## config.mk

```make
export PLATFORM = sky130hd
export DESIGN_NAME = ims_ctrl
export DESIGN_NICKNAME = d
export VERILOG_FILES = /design/src/inc/ims_pkg.sv /design/src/ims_ctrl.sv
export SDC_FILE = /design/constraint.sdc
export NUM_CORES = 1
export LEC_CHECK = 0
export ABC_AREA = 1
export BUFFER_PORTS_ARGS = -buffer_cell sky130_fd_sc_hd__buf_2
export CAP_MARGIN = 20
export CORE_ASPECT_RATIO = 1.5
export CORE_MARGIN = 2
export CORE_UTILIZATION = 30
export CTS_CLUSTER_SIZE = 25
export DETAILED_ROUTE_END_ITERATION = 10
export SLEW_MARGIN = 20
export SYNTH_ARGS = -nofsm -noshare
export SYNTH_HDL_FRONTEND = slang
export SYNTH_SLANG_ARGS = --single-unit
```

## constraint.sdc

```tcl
create_clock -name clk -period 8.6 [get_ports clk]
set_input_delay 0.43 -clock clk [delete_from_list [all_inputs] [get_ports clk]]
set_output_delay 0.43 -clock clk [all_outputs]
set_load 0.03 [all_outputs]
```

## src/inc/ims_pkg.sv

```systemverilog
/*
  Constants, register map and state types for the I2C master/slave controller.
  Assumes one 200 MHz system clock and a plain register port with 8-bit data.
*/
`default_nettype none
package ims_pkg;
  localparam int AW = 8;
  localparam int DW = 8;
  localparam int MAW = 24;
  localparam int CLK_MHZ = 200;
  localparam int MIN_CLK_PER_BIT = 10;

  localparam logic [7:0] A_DIV = 8'h00;
  localparam logic [7:0] A_ID = 8'h01;
  localparam logic [7:0] A_STAT = 8'h02;
  localparam logic [7:0] A_MODE = 8'h03;
  localparam logic [7:0] A_BUF1 = 8'h04;
  localparam logic [7:0] A_BUF2 = 8'h05;
  localparam logic [7:0] A_BUF3 = 8'h06;
  localparam logic [7:0] A_LAUNCH = 8'h07;
  localparam logic [7:0] A_LAST = 8'hE0;
  localparam logic [7:0] A_MLO = 8'hE1;
  localparam logic [7:0] A_MMID = 8'hE2;
  localparam logic [7:0] A_MHI = 8'hE3;
  localparam logic [7:0] A_HFLAG = 8'hE4;

  localparam logic [7:0] RST_DIV = 8'h1F;
  localparam logic [7:0] RST_ID = 8'h5C;
  localparam logic [7:0] RST_MODE = 8'h01;
  localparam logic [7:0] RST_BUF1 = 8'h5A;
  localparam logic [7:0] RST_BUF2 = 8'hF1;
  localparam logic [7:0] RST_BUF3 = 8'h00;
  localparam logic [7:0] RST_LAUNCH = 8'h00;
  localparam logic [7:0] RST_MLO = 8'h80;
  localparam logic [7:0] RST_MMID = 8'hD7;
  localparam logic [7:0] RST_MHI = 8'h00;

  localparam int MODE_AUTOINC = 0;
  localparam int MODE_MASTER = 1;
  localparam int MODE_MAP = 2;
  localparam int L_ID = 0;
  localparam int L_ADDR = 1;
  localparam int L_WR = 2;
  localparam int L_RD = 3;
  localparam int L_START = 4;
  localparam int L_STOP = 5;
  localparam int L_RDID = 6;
  localparam int L_RDACK = 7;
  localparam int HF_DONE = 0;
  localparam int HF_RD = 1;
  localparam int RW_BIT = 0;

  localparam logic [23:0] MEM_OFFSET = 24'h800000;
  localparam logic [3:0] BYTE_BITS = 4'h8;
  localparam logic [3:0] LAST_TX_BIT = 4'h7;
  localparam logic [1:0] PH_H = 2'h0;
  localparam logic [1:0] PH_M = 2'h1;
  localparam logic [1:0] PH_L = 2'h2;
  localparam logic [1:0] PH_DATA = 2'h3;
  localparam logic [1:0] Q_SET = 2'h0;
  localparam logic [1:0] Q_RISE = 2'h1;
  localparam logic [1:0] Q_SAMPLE = 2'h2;
  localparam logic [1:0] Q_FALL = 2'h3;

  localparam logic [2:0] STEP_START = 3'h0;
  localparam logic [2:0] STEP_ID = 3'h1;
  localparam logic [2:0] STEP_A = 3'h2;
  localparam logic [2:0] STEP_W = 3'h3;
  localparam logic [2:0] STEP_R = 3'h4;
  localparam logic [2:0] STEP_STOP = 3'h5;

  typedef enum logic [2:0] {SL_IDLE, SL_RX, SL_ACK, SL_TX, SL_TXACK, SL_IGNORE} ims_sl_st_t;
  typedef enum logic [2:0] {M_IDLE, M_NEXT, M_START, M_BYTE, M_STOP} ims_m_st_t;
endpackage
`default_nettype wire

```

## src/ims_ctrl.sv

```systemverilog
/*
  I2C controller, slave by default, master on request, with its register file.
  Assumes scl_i/sda_i already synchronous to clk, a pulled-up open-drain bus
  resolved outside, and a memory port whose read data follow mem_re by one cycle.
*/
// Strobed register access was decided locally.
// Behaviour
// - Comes out of reset as slave; stays slave until master is enabled.
// - Own slave address and master target address come from identity bits 7..1.
// - Mode control bit 2 picks memory access (0) or buffer mapping (1).
// - Slave accepts transactions while master mode is off and acknowledges bytes by itself.
// - Memory access mode runs reads and writes itself; clock must be ten times bit rate.
// - Three address bytes high, middle, low are offset by 0x800000.
// - Address given is the start; mode bit 0 makes it increment per byte.
// - Mapping mode uses a 128-byte buffer at a software-set three-byte base.
// - First half takes master writes, second half supplies master reads.
// - After each stop, mapping access restarts at the start of each half.
// - Last mapped position reads in bits 6..0, updated only at stop.
// - Master operation only while mode control bit 1 is set.
// - SCL rate is system clock over four times the divider value.
// - Launch write runs only enabled cycles, always in protocol order.
// - Status bit 0 high while an element is sent, cleared after each.
// - Status bit 1 set at start, cleared after stop is sent.
// - Master loads the acknowledge seen after each byte it sends into status bit 2.
// - Three write buffer bytes are sent first, second, third.
// - Launch 0x3f writes three bytes with acknowledges between start and stop.
// - Launch 0xf9 reads one byte into the third buffer with master acknowledge.
// - Launch bits 0..7: id, address, write, read, start, stop, read id, read ack.
// - Received acknowledge status reads 0 for ack, 1 for no ack.
// - Host-done and host-read flags set by slave traffic; write 1 clears.
`default_nettype none
module ims_ctrl (
  input wire logic clk,
  input wire logic sys_rst,
  input wire logic [ims_pkg::AW-1:0] reg_addr,
  input wire logic [ims_pkg::DW-1:0] reg_wdata,
  input wire logic reg_we,
  input wire logic reg_re,
  output logic [ims_pkg::DW-1:0] reg_rdata,
  input wire logic scl_i,
  output logic scl_o,
  output logic scl_oe_n,
  input wire logic sda_i,
  output logic sda_o,
  output logic sda_oe_n,
  output logic [ims_pkg::MAW-1:0] mem_addr,
  output logic [ims_pkg::DW-1:0] mem_wdata,
  output logic mem_we,
  output logic mem_re,
  input wire logic [ims_pkg::DW-1:0] mem_rdata
);
  import ims_pkg::*;

  typedef struct packed {
    logic [7:0] div;
    logic [7:0] own;
    logic [7:0] mode;
    logic [7:0] buf1;
    logic [7:0] buf2;
    logic [7:0] buf3;
    logic [7:0] launch;
    logic [6:0] lastpos;
    logic [7:0] mlo;
    logic [7:0] mmid;
    logic [7:0] mhi;
    logic [1:0] hflag;
    logic [7:0] rdata;
    ims_sl_st_t sst;
    logic [3:0] sbit;
    logic [7:0] sshift;
    logic sisaddr;
    logic srw;
    logic sacc;
    logic [1:0] sphase;
    logic [23:0] saddr;
    logic sdrv;
    logic [7:0] stx;
    logic srdpend;
    logic [5:0] wpos;
    logic [5:0] rpos;
    logic [6:0] lastacc;
    logic prev_scl;
    logic prev_sda;
    logic [23:0] maddr;
    logic [7:0] mwdata;
    logic mwe;
    logic mre;
    ims_m_st_t mst;
    logic [2:0] mstep;
    logic [1:0] mq;
    logic [3:0] mbit;
    logic [7:0] mcnt;
    logic [7:0] mshift;
    logic mrx;
    logic mscl_drv;
    logic msda_drv;
    logic busy;
    logic pbusy;
    logic nak;
  } ims_state_t;

  ims_state_t s;
  ims_state_t next_s;

  logic scl_rise;
  logic scl_fall;
  logic bus_start;
  logic bus_stop;
  logic [7:0] div_m1;
  logic tick;
  logic [23:0] dma_addr;
  logic [23:0] map_base;

  function automatic logic step_en(input logic [2:0] step, input logic [7:0] l);
    logic r;
    r = 1'b0;
    unique case (step)
      STEP_START: r = l[L_START];
      STEP_ID: r = l[L_ID];
      STEP_A: r = l[L_ADDR];
      STEP_W: r = l[L_WR];
      STEP_R: r = l[L_RD];
      STEP_STOP: r = l[L_STOP];
      default: r = 1'b0;
    endcase
    return r;
  endfunction

  assign scl_rise = scl_i & ~s.prev_scl;
  assign scl_fall = ~scl_i & s.prev_scl;
  assign bus_start = s.prev_sda & ~sda_i & scl_i & s.prev_scl;
  assign bus_stop = ~s.prev_sda & sda_i & scl_i & s.prev_scl;
  assign dma_addr = MEM_OFFSET + s.saddr;
  assign map_base = {s.mhi, s.mmid, s.mlo};
  // a divider of zero would wrap to 255 and tick only every 256 cycles, so it acts as one
  assign div_m1 = (s.div == 8'h00) ? 8'h00 : s.div - 8'h01;
  assign tick = s.mcnt >= div_m1;

  always_comb begin
    logic do_rd;
    logic do_wr;
    logic master_on;
    do_rd = 1'b0;
    do_wr = 1'b0;
    master_on = s.mode[MODE_MASTER];
    next_s = s;
    next_s.mwe = 1'b0;
    next_s.mre = 1'b0;
    next_s.rdata = 8'h00;
    next_s.prev_scl = scl_i;
    next_s.prev_sda = sda_i;

    if (reg_we) begin
      unique case (reg_addr)
        A_DIV: next_s.div = reg_wdata;
        A_ID: next_s.own = reg_wdata;
        A_MODE: next_s.mode = reg_wdata;
        A_BUF1: next_s.buf1 = reg_wdata;
        A_BUF2: next_s.buf2 = reg_wdata;
        A_BUF3: next_s.buf3 = reg_wdata;
        A_LAUNCH: next_s.launch = reg_wdata;
        A_MLO: next_s.mlo = reg_wdata;
        A_MMID: next_s.mmid = reg_wdata;
        A_MHI: next_s.mhi = reg_wdata;
        A_HFLAG: next_s.hflag = s.hflag & ~reg_wdata[HF_RD:HF_DONE];
        default: ;
      endcase
    end
    if (reg_re) begin
      unique case (reg_addr)
        A_DIV: next_s.rdata = s.div;
        A_ID: next_s.rdata = s.own;
        A_STAT: next_s.rdata = {5'h00, s.nak, s.pbusy, s.busy};
        A_MODE: next_s.rdata = s.mode;
        A_BUF1: next_s.rdata = s.buf1;
        A_BUF2: next_s.rdata = s.buf2;
        A_BUF3: next_s.rdata = s.buf3;
        A_LAUNCH: next_s.rdata = s.launch;
        A_LAST: next_s.rdata = {1'b0, s.lastpos};
        A_MLO: next_s.rdata = s.mlo;
        A_MMID: next_s.rdata = s.mmid;
        A_MHI: next_s.rdata = s.mhi;
        A_HFLAG: next_s.rdata = {6'h00, s.hflag};
        default: next_s.rdata = 8'h00;
      endcase
    end

    // slave side, only while master mode is off
    if (s.srdpend && !s.mre) begin
      next_s.stx = mem_rdata;
      next_s.srdpend = 1'b0;
    end
    if (master_on) begin
      next_s.sst = SL_IDLE;
      next_s.sdrv = 1'b0;
      next_s.sacc = 1'b0;
    end else if (bus_start) begin
      next_s.sst = SL_RX;
      next_s.sbit = 4'h0;
      next_s.sisaddr = 1'b1;
      next_s.sdrv = 1'b0;
    end else if (bus_stop) begin
      // flags are set here after any clear above, so a set in the clearing cycle wins
      if (s.sacc) begin
        next_s.hflag[HF_DONE] = 1'b1;
        if (s.srw) begin
          next_s.hflag[HF_RD] = 1'b1;
        end
        if (s.mode[MODE_MAP]) begin
          next_s.lastpos = s.lastacc;
        end
      end
      next_s.sst = SL_IDLE;
      next_s.sdrv = 1'b0;
      next_s.sacc = 1'b0;
      next_s.sphase = PH_H;
      next_s.wpos = 6'h00;
      next_s.rpos = 6'h00;
    end else begin
      unique case (s.sst)
        SL_IDLE, SL_IGNORE: next_s.sdrv = 1'b0;
        SL_RX: begin
          if (scl_rise && s.sbit < BYTE_BITS) begin
            next_s.sshift = {s.sshift[6:0], sda_i};
            next_s.sbit = s.sbit + 4'h1;
          end else if (scl_fall && s.sbit == BYTE_BITS) begin
            if (s.sisaddr) begin
              if (s.sshift[7:1] == s.own[7:1]) begin
                next_s.sacc = 1'b1;
                next_s.srw = s.sshift[RW_BIT];
                next_s.sisaddr = 1'b0;
                next_s.sst = SL_ACK;
                next_s.sdrv = 1'b1;
                do_rd = s.sshift[RW_BIT];
              end else begin
                next_s.sst = SL_IGNORE;
              end
            end else begin
              next_s.sst = SL_ACK;
              next_s.sdrv = 1'b1;
              if (s.mode[MODE_MAP] || s.sphase == PH_DATA) begin
                do_wr = 1'b1;
              end else begin
                unique case (s.sphase)
                  PH_H: next_s.saddr[23:16] = s.sshift;
                  PH_M: next_s.saddr[15:8] = s.sshift;
                  default: next_s.saddr[7:0] = s.sshift;
                endcase
                next_s.sphase = s.sphase + 2'h1;
              end
            end
          end
        end
        SL_ACK: begin
          if (scl_fall) begin
            next_s.sbit = 4'h0;
            if (s.srw) begin
              next_s.sst = SL_TX;
              next_s.sdrv = ~s.stx[7];
            end else begin
              next_s.sst = SL_RX;
              next_s.sdrv = 1'b0;
            end
          end
        end
        SL_TX: begin
          if (scl_fall) begin
            if (s.sbit == LAST_TX_BIT) begin
              next_s.sdrv = 1'b0;
              next_s.sst = SL_TXACK;
            end else begin
              next_s.sbit = s.sbit + 4'h1;
              next_s.sdrv = ~s.stx[6];
              next_s.stx = {s.stx[6:0], 1'b0};
            end
          end
        end
        SL_TXACK: begin
          // no acknowledge from the master ends the read; wait for stop
          if (scl_rise) begin
            if (sda_i) begin
              next_s.sst = SL_IGNORE;
            end else begin
              do_rd = 1'b1;
            end
          end else if (scl_fall) begin
            next_s.sst = SL_TX;
            next_s.sbit = 4'h0;
            next_s.sdrv = ~s.stx[7];
          end
        end
        default: next_s.sst = SL_IDLE;
      endcase
    end

    // prefetch gives the read data two cycles; the 10x clock leaves margin
    if (do_rd) begin
      next_s.mre = 1'b1;
      next_s.srdpend = 1'b1;
      if (s.mode[MODE_MAP]) begin
        next_s.maddr = map_base + {17'h00000, 1'b1, s.rpos};
        next_s.lastacc = {1'b1, s.rpos};
        next_s.rpos = s.rpos + 6'h01;
      end else begin
        next_s.maddr = dma_addr;
        if (s.mode[MODE_AUTOINC]) begin
          next_s.saddr = s.saddr + 24'h000001;
        end
      end
    end
    if (do_wr) begin
      next_s.mwe = 1'b1;
      next_s.mwdata = s.sshift;
      if (s.mode[MODE_MAP]) begin
        next_s.maddr = map_base + {17'h00000, 1'b0, s.wpos};
        next_s.lastacc = {1'b0, s.wpos};
        next_s.wpos = s.wpos + 6'h01;
      end else begin
        next_s.maddr = dma_addr;
        if (s.mode[MODE_AUTOINC]) begin
          next_s.saddr = s.saddr + 24'h000001;
        end
      end
    end

    // master side
    if (s.mst == M_START || s.mst == M_BYTE || s.mst == M_STOP) begin
      next_s.mcnt = tick ? 8'h00 : s.mcnt + 8'h01;
    end
    unique case (s.mst)
      M_IDLE: begin
        if (reg_we && reg_addr == A_LAUNCH && master_on) begin
          next_s.mst = M_NEXT;
          next_s.mstep = STEP_START;
        end
      end
      M_NEXT: begin
        // one cycle here per step keeps busy low between elements
        if (s.mstep > STEP_STOP || !master_on) begin
          next_s.mst = M_IDLE;
        end else if (!step_en(s.mstep, s.launch)) begin
          next_s.mstep = s.mstep + 3'h1;
        end else begin
          next_s.busy = 1'b1;
          next_s.mq = Q_SET;
          next_s.mcnt = 8'h00;
          next_s.mbit = 4'h0;
          next_s.mrx = 1'b0;
          unique case (s.mstep)
            STEP_START: next_s.mst = M_START;
            STEP_STOP: next_s.mst = M_STOP;
            STEP_ID: next_s.mshift = {s.own[7:1], s.launch[L_RDID]};
            STEP_A: next_s.mshift = s.buf1;
            STEP_W: next_s.mshift = s.buf2;
            default: begin
              next_s.mshift = s.buf3;
              next_s.mrx = s.launch[L_RDID];
            end
          endcase
          if (s.mstep != STEP_START && s.mstep != STEP_STOP) begin
            next_s.mst = M_BYTE;
          end
        end
      end
      M_START: begin
        if (tick) begin
          next_s.mq = s.mq + 2'h1;
          unique case (s.mq)
            Q_SET: begin
              next_s.msda_drv = 1'b0;
              next_s.mscl_drv = 1'b0;
            end
            Q_RISE: ;
            Q_SAMPLE: next_s.msda_drv = 1'b1;
            default: begin
              next_s.mscl_drv = 1'b1;
              next_s.busy = 1'b0;
              next_s.pbusy = 1'b1;
              next_s.mstep = s.mstep + 3'h1;
              next_s.mst = M_NEXT;
            end
          endcase
        end
      end
      M_STOP: begin
        if (tick) begin
          next_s.mq = s.mq + 2'h1;
          unique case (s.mq)
            Q_SET: next_s.msda_drv = 1'b1;
            Q_RISE: next_s.mscl_drv = 1'b0;
            Q_SAMPLE: ;
            default: begin
              next_s.msda_drv = 1'b0;
              next_s.busy = 1'b0;
              next_s.pbusy = 1'b0;
              next_s.mstep = s.mstep + 3'h1;
              next_s.mst = M_NEXT;
            end
          endcase
        end
      end
      M_BYTE: begin
        if (tick) begin
          next_s.mq = s.mq + 2'h1;
          unique case (s.mq)
            Q_SET: begin
              if (s.mbit < BYTE_BITS) begin
                next_s.msda_drv = s.mrx ? 1'b0 : ~s.mshift[7];
              end else begin
                next_s.msda_drv = s.mrx & s.launch[L_RDACK];
              end
            end
            Q_RISE: next_s.mscl_drv = 1'b0;
            Q_SAMPLE: begin
              if (s.mbit < BYTE_BITS) begin
                next_s.mshift = {s.mshift[6:0], sda_i};
              end else if (!s.mrx) begin
                next_s.nak = sda_i;
              end
            end
            default: begin
              next_s.mscl_drv = 1'b1;
              next_s.mbit = s.mbit + 4'h1;
              if (s.mbit == BYTE_BITS) begin
                if (s.mrx) begin
                  next_s.buf3 = s.mshift;
                end
                next_s.busy = 1'b0;
                next_s.mstep = s.mstep + 3'h1;
                next_s.mst = M_NEXT;
              end
            end
          endcase
        end
      end
      default: next_s.mst = M_IDLE;
    endcase
    if (s.mst == M_IDLE) begin
      next_s.mscl_drv = 1'b0;
      next_s.msda_drv = 1'b0;
    end
  end

  always_ff @(posedge clk or posedge sys_rst) begin
    if (sys_rst) begin
      s <= '0;
      s.div <= RST_DIV;
      s.own <= RST_ID;
      s.mode <= RST_MODE;
      s.buf1 <= RST_BUF1;
      s.buf2 <= RST_BUF2;
      s.buf3 <= RST_BUF3;
      s.launch <= RST_LAUNCH;
      s.mlo <= RST_MLO;
      s.mmid <= RST_MMID;
      s.mhi <= RST_MHI;
      s.sst <= SL_IDLE;
      s.mst <= M_IDLE;
      s.prev_scl <= 1'b1;
      s.prev_sda <= 1'b1;
    end else begin
      s <= next_s;
    end
  end

  assign reg_rdata = s.rdata;
  assign scl_o = 1'b0;
  assign sda_o = 1'b0;
  assign scl_oe_n = ~s.mscl_drv;
  assign sda_oe_n = ~(s.msda_drv | s.sdrv);
  assign mem_addr = s.maddr;
  assign mem_wdata = s.mwdata;
  assign mem_we = s.mwe;
  assign mem_re = s.mre;
endmodule
`default_nettype wire

```

==> impl_metrics.ini, run 1 <==
[synthesis]
synth_cell_types = 57
ys_ff_latch = 240
synthCells = 2190
yosysTopAreaCellShare_pct = 34.1
ys_seq_area_share_pct = 38.9
ys.flop_type = dfrtp_1
synth_edf_count = 0
synth_largest_area_cell = dfrtp_1
synth_area_leaders = dfrtp_1 (34%), nand2_1 (17%), o21ai_0 (6.1%)
yosysMostFrequentCell = nand2_1
ys_warn_count = 0
syn_area_per_cell_um2 = 7.10
synthTopCellsByCount = nand2_1 (720), dfrtp_1 (212), inv_1 (209)
netlist_area_um2 = 15500
async_flop_share_pct = 100

[routing]
firstDrtPassIters = 6
drt-initial-drc-count = 952
routed_wl_um = 54700
drtAntennaViolNets = 0
route.detailed.wl_per_inst_um = 18.9
avgViaCountPerCell = 5.03
drc_errors = 0
vias = 14600

[clock_tree]
cts_num_sinks = 240
cts_resized = 0
cts_max_path_buffers = 3
htreeDepth = 1
clk_latency_ns = 0.56
root_buffer = clkbuf_16
cts_tree = yes
clk_pin_slew_ns = 0.06
numCtsBuffers = 26

[run_status]
status = completed

[floorplanning]
die_area_um2 = 53700
num_rows = 102
die_h_um = 283
fp.dieW_um = 190
core_um2 = 51400
ioPinCount = 76
initial_core_util_pct = 30.2

[global_route]
grt_max_degree = 128
grt_pass1_wl_um = 84600
grt_util_all_layers_pct = 20.5
overflow = 0
antenna_found_initial = 2
grt_pass1_vias = 14500

[sta]
finalCriticalPeriod_ns = 3.22
tns_ns = 0
maxSlewHeadroom_pct = 35.7
finalClockSkew_ns = 0.0180
finalHoldViolCount = 0
fin_crit_sh_pct = 37.5
tightest_slew_ns = 0.964
rsz0062_at_grt = false
setup_viol = 0
maxSlewViolCount = 0
clock.fmax_mhz = 310

[worst_setup_path]
cp.required_ns = 9.02
reg2reg_to = s[111]
critPathArrivalTime_ns = 3.64
r2r-start = s[230]
critical_path.max_fanout = 39
end_kind = flop
r2r_slack_ns = 5.42
crit_end = s[111]
path_class = in -> reg
setup.worst_path.start = scl_i
crit_path_start_kind = input port
ff2ff_path_depth = 10

[layout]
final_core_util_pct = 33.3
nets = 2269
areaGrowthSynthToFinish_pct = 10.2
drive_above_1_share_pct = 10.7

[place]
portBuffers = 73
place_hpwl_um = 42800
place_congestion = 1.03

[power_and_ir_drop]
irDropWorstVdd_mv = 0.126
p_leak_nw = 8.27
power.density_nw_per_um2 = 200

[job]
drv_cap = 0

[min_path]
hold_class = in -> async
## state kept, by name, indices dropped and copies added, names as in the netlist, named ones only
signal and flops:
map_base 24, s 173, mem_wdata 8, mem_we 1
mem_re 1, mem_addr 24, reg_rdata 8
## critical path, stage by stage
cell and delay [ns]:
dlygate4sd3_1 0.54, buf_2 0.15, inv_1 0.05, nand2_1 0.11
inv_2 0.11, nand3_4 0.09, nor2_1 0.10, nand4_1 0.10
nand2_1 0.10, nand2_2 0.22, nand2_2 0.64, nand2_2 0.65
nand2_1 0.25, o21ai_2 0.07
## per-stage QoR
stage          setup WS (ns)  area [um2]  total power [mW]  cells  hold WS, ns
6_report                5.38       17100              3.43   2892       0.0455
5_1_grt                 5.07       17100              3.62   2891       0.0426
4_1_cts                 5.44       17100              3.46   2891       0.0324
3_5_place_dp            5.42       16200              2.20   2843        0.456
3_3_place_gp            5.49       16200              2.18   2843        0.465
2_1_floorplan           1.63       15500              1.98   2191        0.434
## kinds of logic (layout without fill, tap and decap cells)
group	Yosys count	after routing	synth area share, %
flops	240	240	38.9
buf+inv	335	359	9.84
xor+xnor	38	38	2.14
fa+ha+maj	43	43	3.56
other cells	1	3	0.0241
compound gates	367	367	13.1
mux	1	1	0.0644
simple gates	1165	1165	32.4
## placed cells by master (no fill, tap or decap), types with 10 or more instances in the layout
cell type	instances
buf_2	73
nand2_1	720
dfrtp_1	212
inv_1	208
a31oi_1	10
dfstp_2	28
clkbuf_8	11
xor2_1	26
a21oi_1	66
inv_2	17
nor3_1	20
o21ai_0	191
o21ai_1	33
xnor2_1	12
nand2_2	14
nand4_1	33
ha_1	41
nand3_1	158
nor2_1	163
clkbuf_16	27
o211ai_1	11
nor2_4	10
## final cells by class
type	count	area, um2
fillers	5489	34300
multi-input cells	1616	7980
flip-flops and latches	240	6040
inverters	232	883
well taps	676	846
clock buffers	39	831
repair buffers	80	420
clock inverters	8	124
diodes	1	2.50
## per-layer routing
metal	part of all wire [%]	vias up	global-route usage, %	routed length [um]
met4	8.9	2	15.9	4850
met3	4.0	189	2.33	2190
met5	0.024	-	0	13
li1	-	7078	-	-
met1	36	6845	21.3	19900
met2	51	441	37.5	27800
## timing repair
item | in CTS | in global routing
hold endpoints to repair | 1 | 0
setup endpoints to repair | 0 | 0
setup buffers | 0 | 0
hold buffers | 1 | 0
## worst min-delay path by stage
stage | endpoint | slack [ns]
final | reg_rdata[6] | 0.05
after global routing | s[68] | 0.04
after CTS | s[68] | 0.03
after detailed placement | mem_addr[4] | 0.46
after global placement | mem_addr[4] | 0.46
after floorplan | s[68] | 0.43
## power breakdown
part | internal, mW | switching (mW)
logic | 0.232 | 0.545
registers | 1.26 | 0.138
clock network | 0.755 | 0.493
total | 2.25 | 1.18
Note: power is estimated with default switching activity, not from simulation.
==> run 2, diff against run 1 <==
ABC_AREA = 0   (was 1)
clock period = 2.9 ns   (was 8.6 ns; I/O delays follow)
==> impl_metrics.ini, run 2 <==
[run_status]
status = finished, violations left
violations = negative setup slack

[synthesis]
ys.flop_type = dfrtp_1
async_flop_share_pct = 100
synth_edf_count = 0
synth_cell_types = 86
ys_ff_latch = 240
ys_warn_count = 0
ys_seq_area_share_pct = 42.4
syn_area_per_cell_um2 = 9.32
synth_area_leaders = dfrtp_1 (37%), mux2_2 (7.8%), nand2_1 (5.7%)
synthCells = 1527
yosysMostFrequentCell = nand2_1
synthTopCellsByCount = nand2_1 (217), dfrtp_1 (212), nor2_1 (129)
yosysTopAreaCellShare_pct = 37.3
netlist_area_um2 = 14200
synth_largest_area_cell = dfrtp_1

[floorplanning]
ioPinCount = 76
num_rows = 97
die_h_um = 271
initial_core_util_pct = 30.5
core_um2 = 46700
fp.dieW_um = 182
die_area_um2 = 49200

[layout]
layout_commonest_cell = nand2_1
fillers = 4668
drive_above_1_share_pct = 24.1
top_register = s
fin_area_um2 = 16700
nets = 1689
layout_common_cells = nand2_1 (214), dfrtp_1 (212), nor2_1 (125)
n_antenna_cell = 0
areaGrowthSynthToFinish_pct = 17.4
largest_reg_flops = 173

[clock_tree]
cts_tree = yes
numCtsBuffers = 25
clk_pin_slew_ns = 0.07
cts_num_sinks = 240
cts_max_path_buffers = 3
root_buffer = clkbuf_16
htreeDepth = 1
clk_latency_ns = 0.55

[routing]
routed_wl_um = 44500
drtAntennaViolNets = 0
route.detailed.wl_per_inst_um = 20.0
drt-initial-drc-count = 831
firstDrtPassIters = 5
vias = 12000
avgViaCountPerCell = 5.38
drc_errors = 0

[min_path]
hold_class = in -> reg

[place]
pre_cts_slack_ns = -0.419
place_congestion = 0.931
place_area_um2 = 15500
portBuffers = 73
place_hpwl_um = 33900

[power_and_ir_drop]
power.density_nw_per_um2 = 547
irDropWorstVdd_mv = 0.333
p_leak_nw = 7.41

[sta]
maxSlewHeadroom_pct = 34.0
clock.fmax_mhz = 311
setup_viol = 38
fin_crit_sh_pct = 111
tightest_slew_ns = 0.987
maxSlewViolCount = 0
finalCriticalPeriod_ns = 3.22
rsz0062_at_grt = true
holdWs_ns = 0.0506
layout_setup_ws_ns = -0.315
finalClockSkew_ns = 0.0183
tns_ns = -8.04
finalHoldViolCount = 0

[global_route]
grt_pass1_vias = 12200
grt_pass1_wl_um = 70300
grt_max_degree = 123
overflow = 0
grt_util_all_layers_pct = 18.0
antenna_found_initial = 0

[worst_setup_path]
crit_path_start_kind = flop
path_class = reg -> reg
critPathBufInv = 2
max_stage_delay_ns = 0.39
cpMaxStageDelayCell = or3b_4
critical_path.max_fanout = 8
end_kind = flop
critPathArrivalTime_ns = 3.63
path_cells = inv_2 -> ha_4 -> or3b_4 -> or3b_4 -> and2_4 -> ha_4 -> nand2b_4 -> a2111oi_4 -> a21oi_2 -> a21o_1 -> nand3_2 -> o22ai_4 -> buf_12 -> mux2_4
critPathTopFamily = simple AND/OR/NAND/NOR gates
cp.required_ns = 3.32

[job]
drv_cap = 0
run 2: kinds of logic (layout without fill, tap and decap cells):
kind of cell	Yosys count	in the layout	synth area share, %
AND/OR/NAND/NOR	544	544	17.7
AO/OA/AOI/OAI	350	350	16.3
flip-flops	240	240	42.4
buffers and inverters	157	263	5.57
multiplexers	145	145	11.2
XOR/XNOR	47	47	2.89
adder cells (fa/ha/maj)	43	43	3.89
other	1	2	0.0263
run 2: power breakdown:
part           leakage [nW]  switching, mW  total (mW)  internal (mW)
Combinational          3.83           1.10        1.84          0.744
Clock                 0.422           1.42        3.44           2.01
Sequential             3.15          0.269        3.87           3.60
Total                  7.41           2.79        9.14           6.35
run 2: timing repair:
item / 4_1_cts / 5_1_grt
hold buffers: 19 / 0
endpoints found under the setup margin: 41 / 42
gates resized for setup: 10 / 13
hold endpoints to repair: 130 / 0
setup buffers: 1 / 0
pin swaps: 2 / 5
cloned: 0 / 0
run 2: tightest hold or removal path: stages:
cell and delay [ns]:
buf_2 0.11, nand2_1 0.21, nor2_1 0.10
run 2: final cells by class:
cell class                 count  area [um2]  share of cell area, %
tap                          594         743                   4.45
inverter                      41         159                  0.951
multi-input combinational   1131        7650                   45.8
timing repair buffer         177        1250                   7.47
sequential                   240        6040                   36.2
clock inverter                11         148                  0.884
clock buffer                  34         719                   4.31
run 2: final timing paths:
kind                         startpoint      endpoint  slack [ns]  depth (start not counted)
min in group asynchronous       sys_rst  reg_rdata[7]        0.09                          3
hold / removal                   reg_re  reg_rdata[6]        0.05                          3
hold reg to reg            mem_wdata[1]  mem_wdata[1]        0.47                          2
setup / recovery                 s[233]         s[11]       -0.32                         14
max in group asynchronous       sys_rst          s[6]        1.84                          4
setup reg to reg                 s[233]         s[11]       -0.32                         14
run 2: layer usage:
| layer | GRT usage [%] | routed length (um) | vias up |
|---|---|---|---|
| met2 | 33.5 | 23400 | 332 |
| li1 | - | - | 5627 |
| met3 | 1.82 | 1580 | 114 |
| met4 | 9.87 | 2510 | 0 |
| met5 | 0 | 0 | - |
| met1 | 19.9 | 17000 | 5906 |
run 2: per-stage QoR:
step           util [%]  instances  total power, mW
2_1_floorplan         -       1528             5.09
3_5_place_dp       33.3       2163             5.69
4_1_cts            35.7       2228             9.20
6_report           35.8       2228             9.14
3_3_place_gp       33.3       2163             5.66
5_1_grt            35.8       2228             9.58
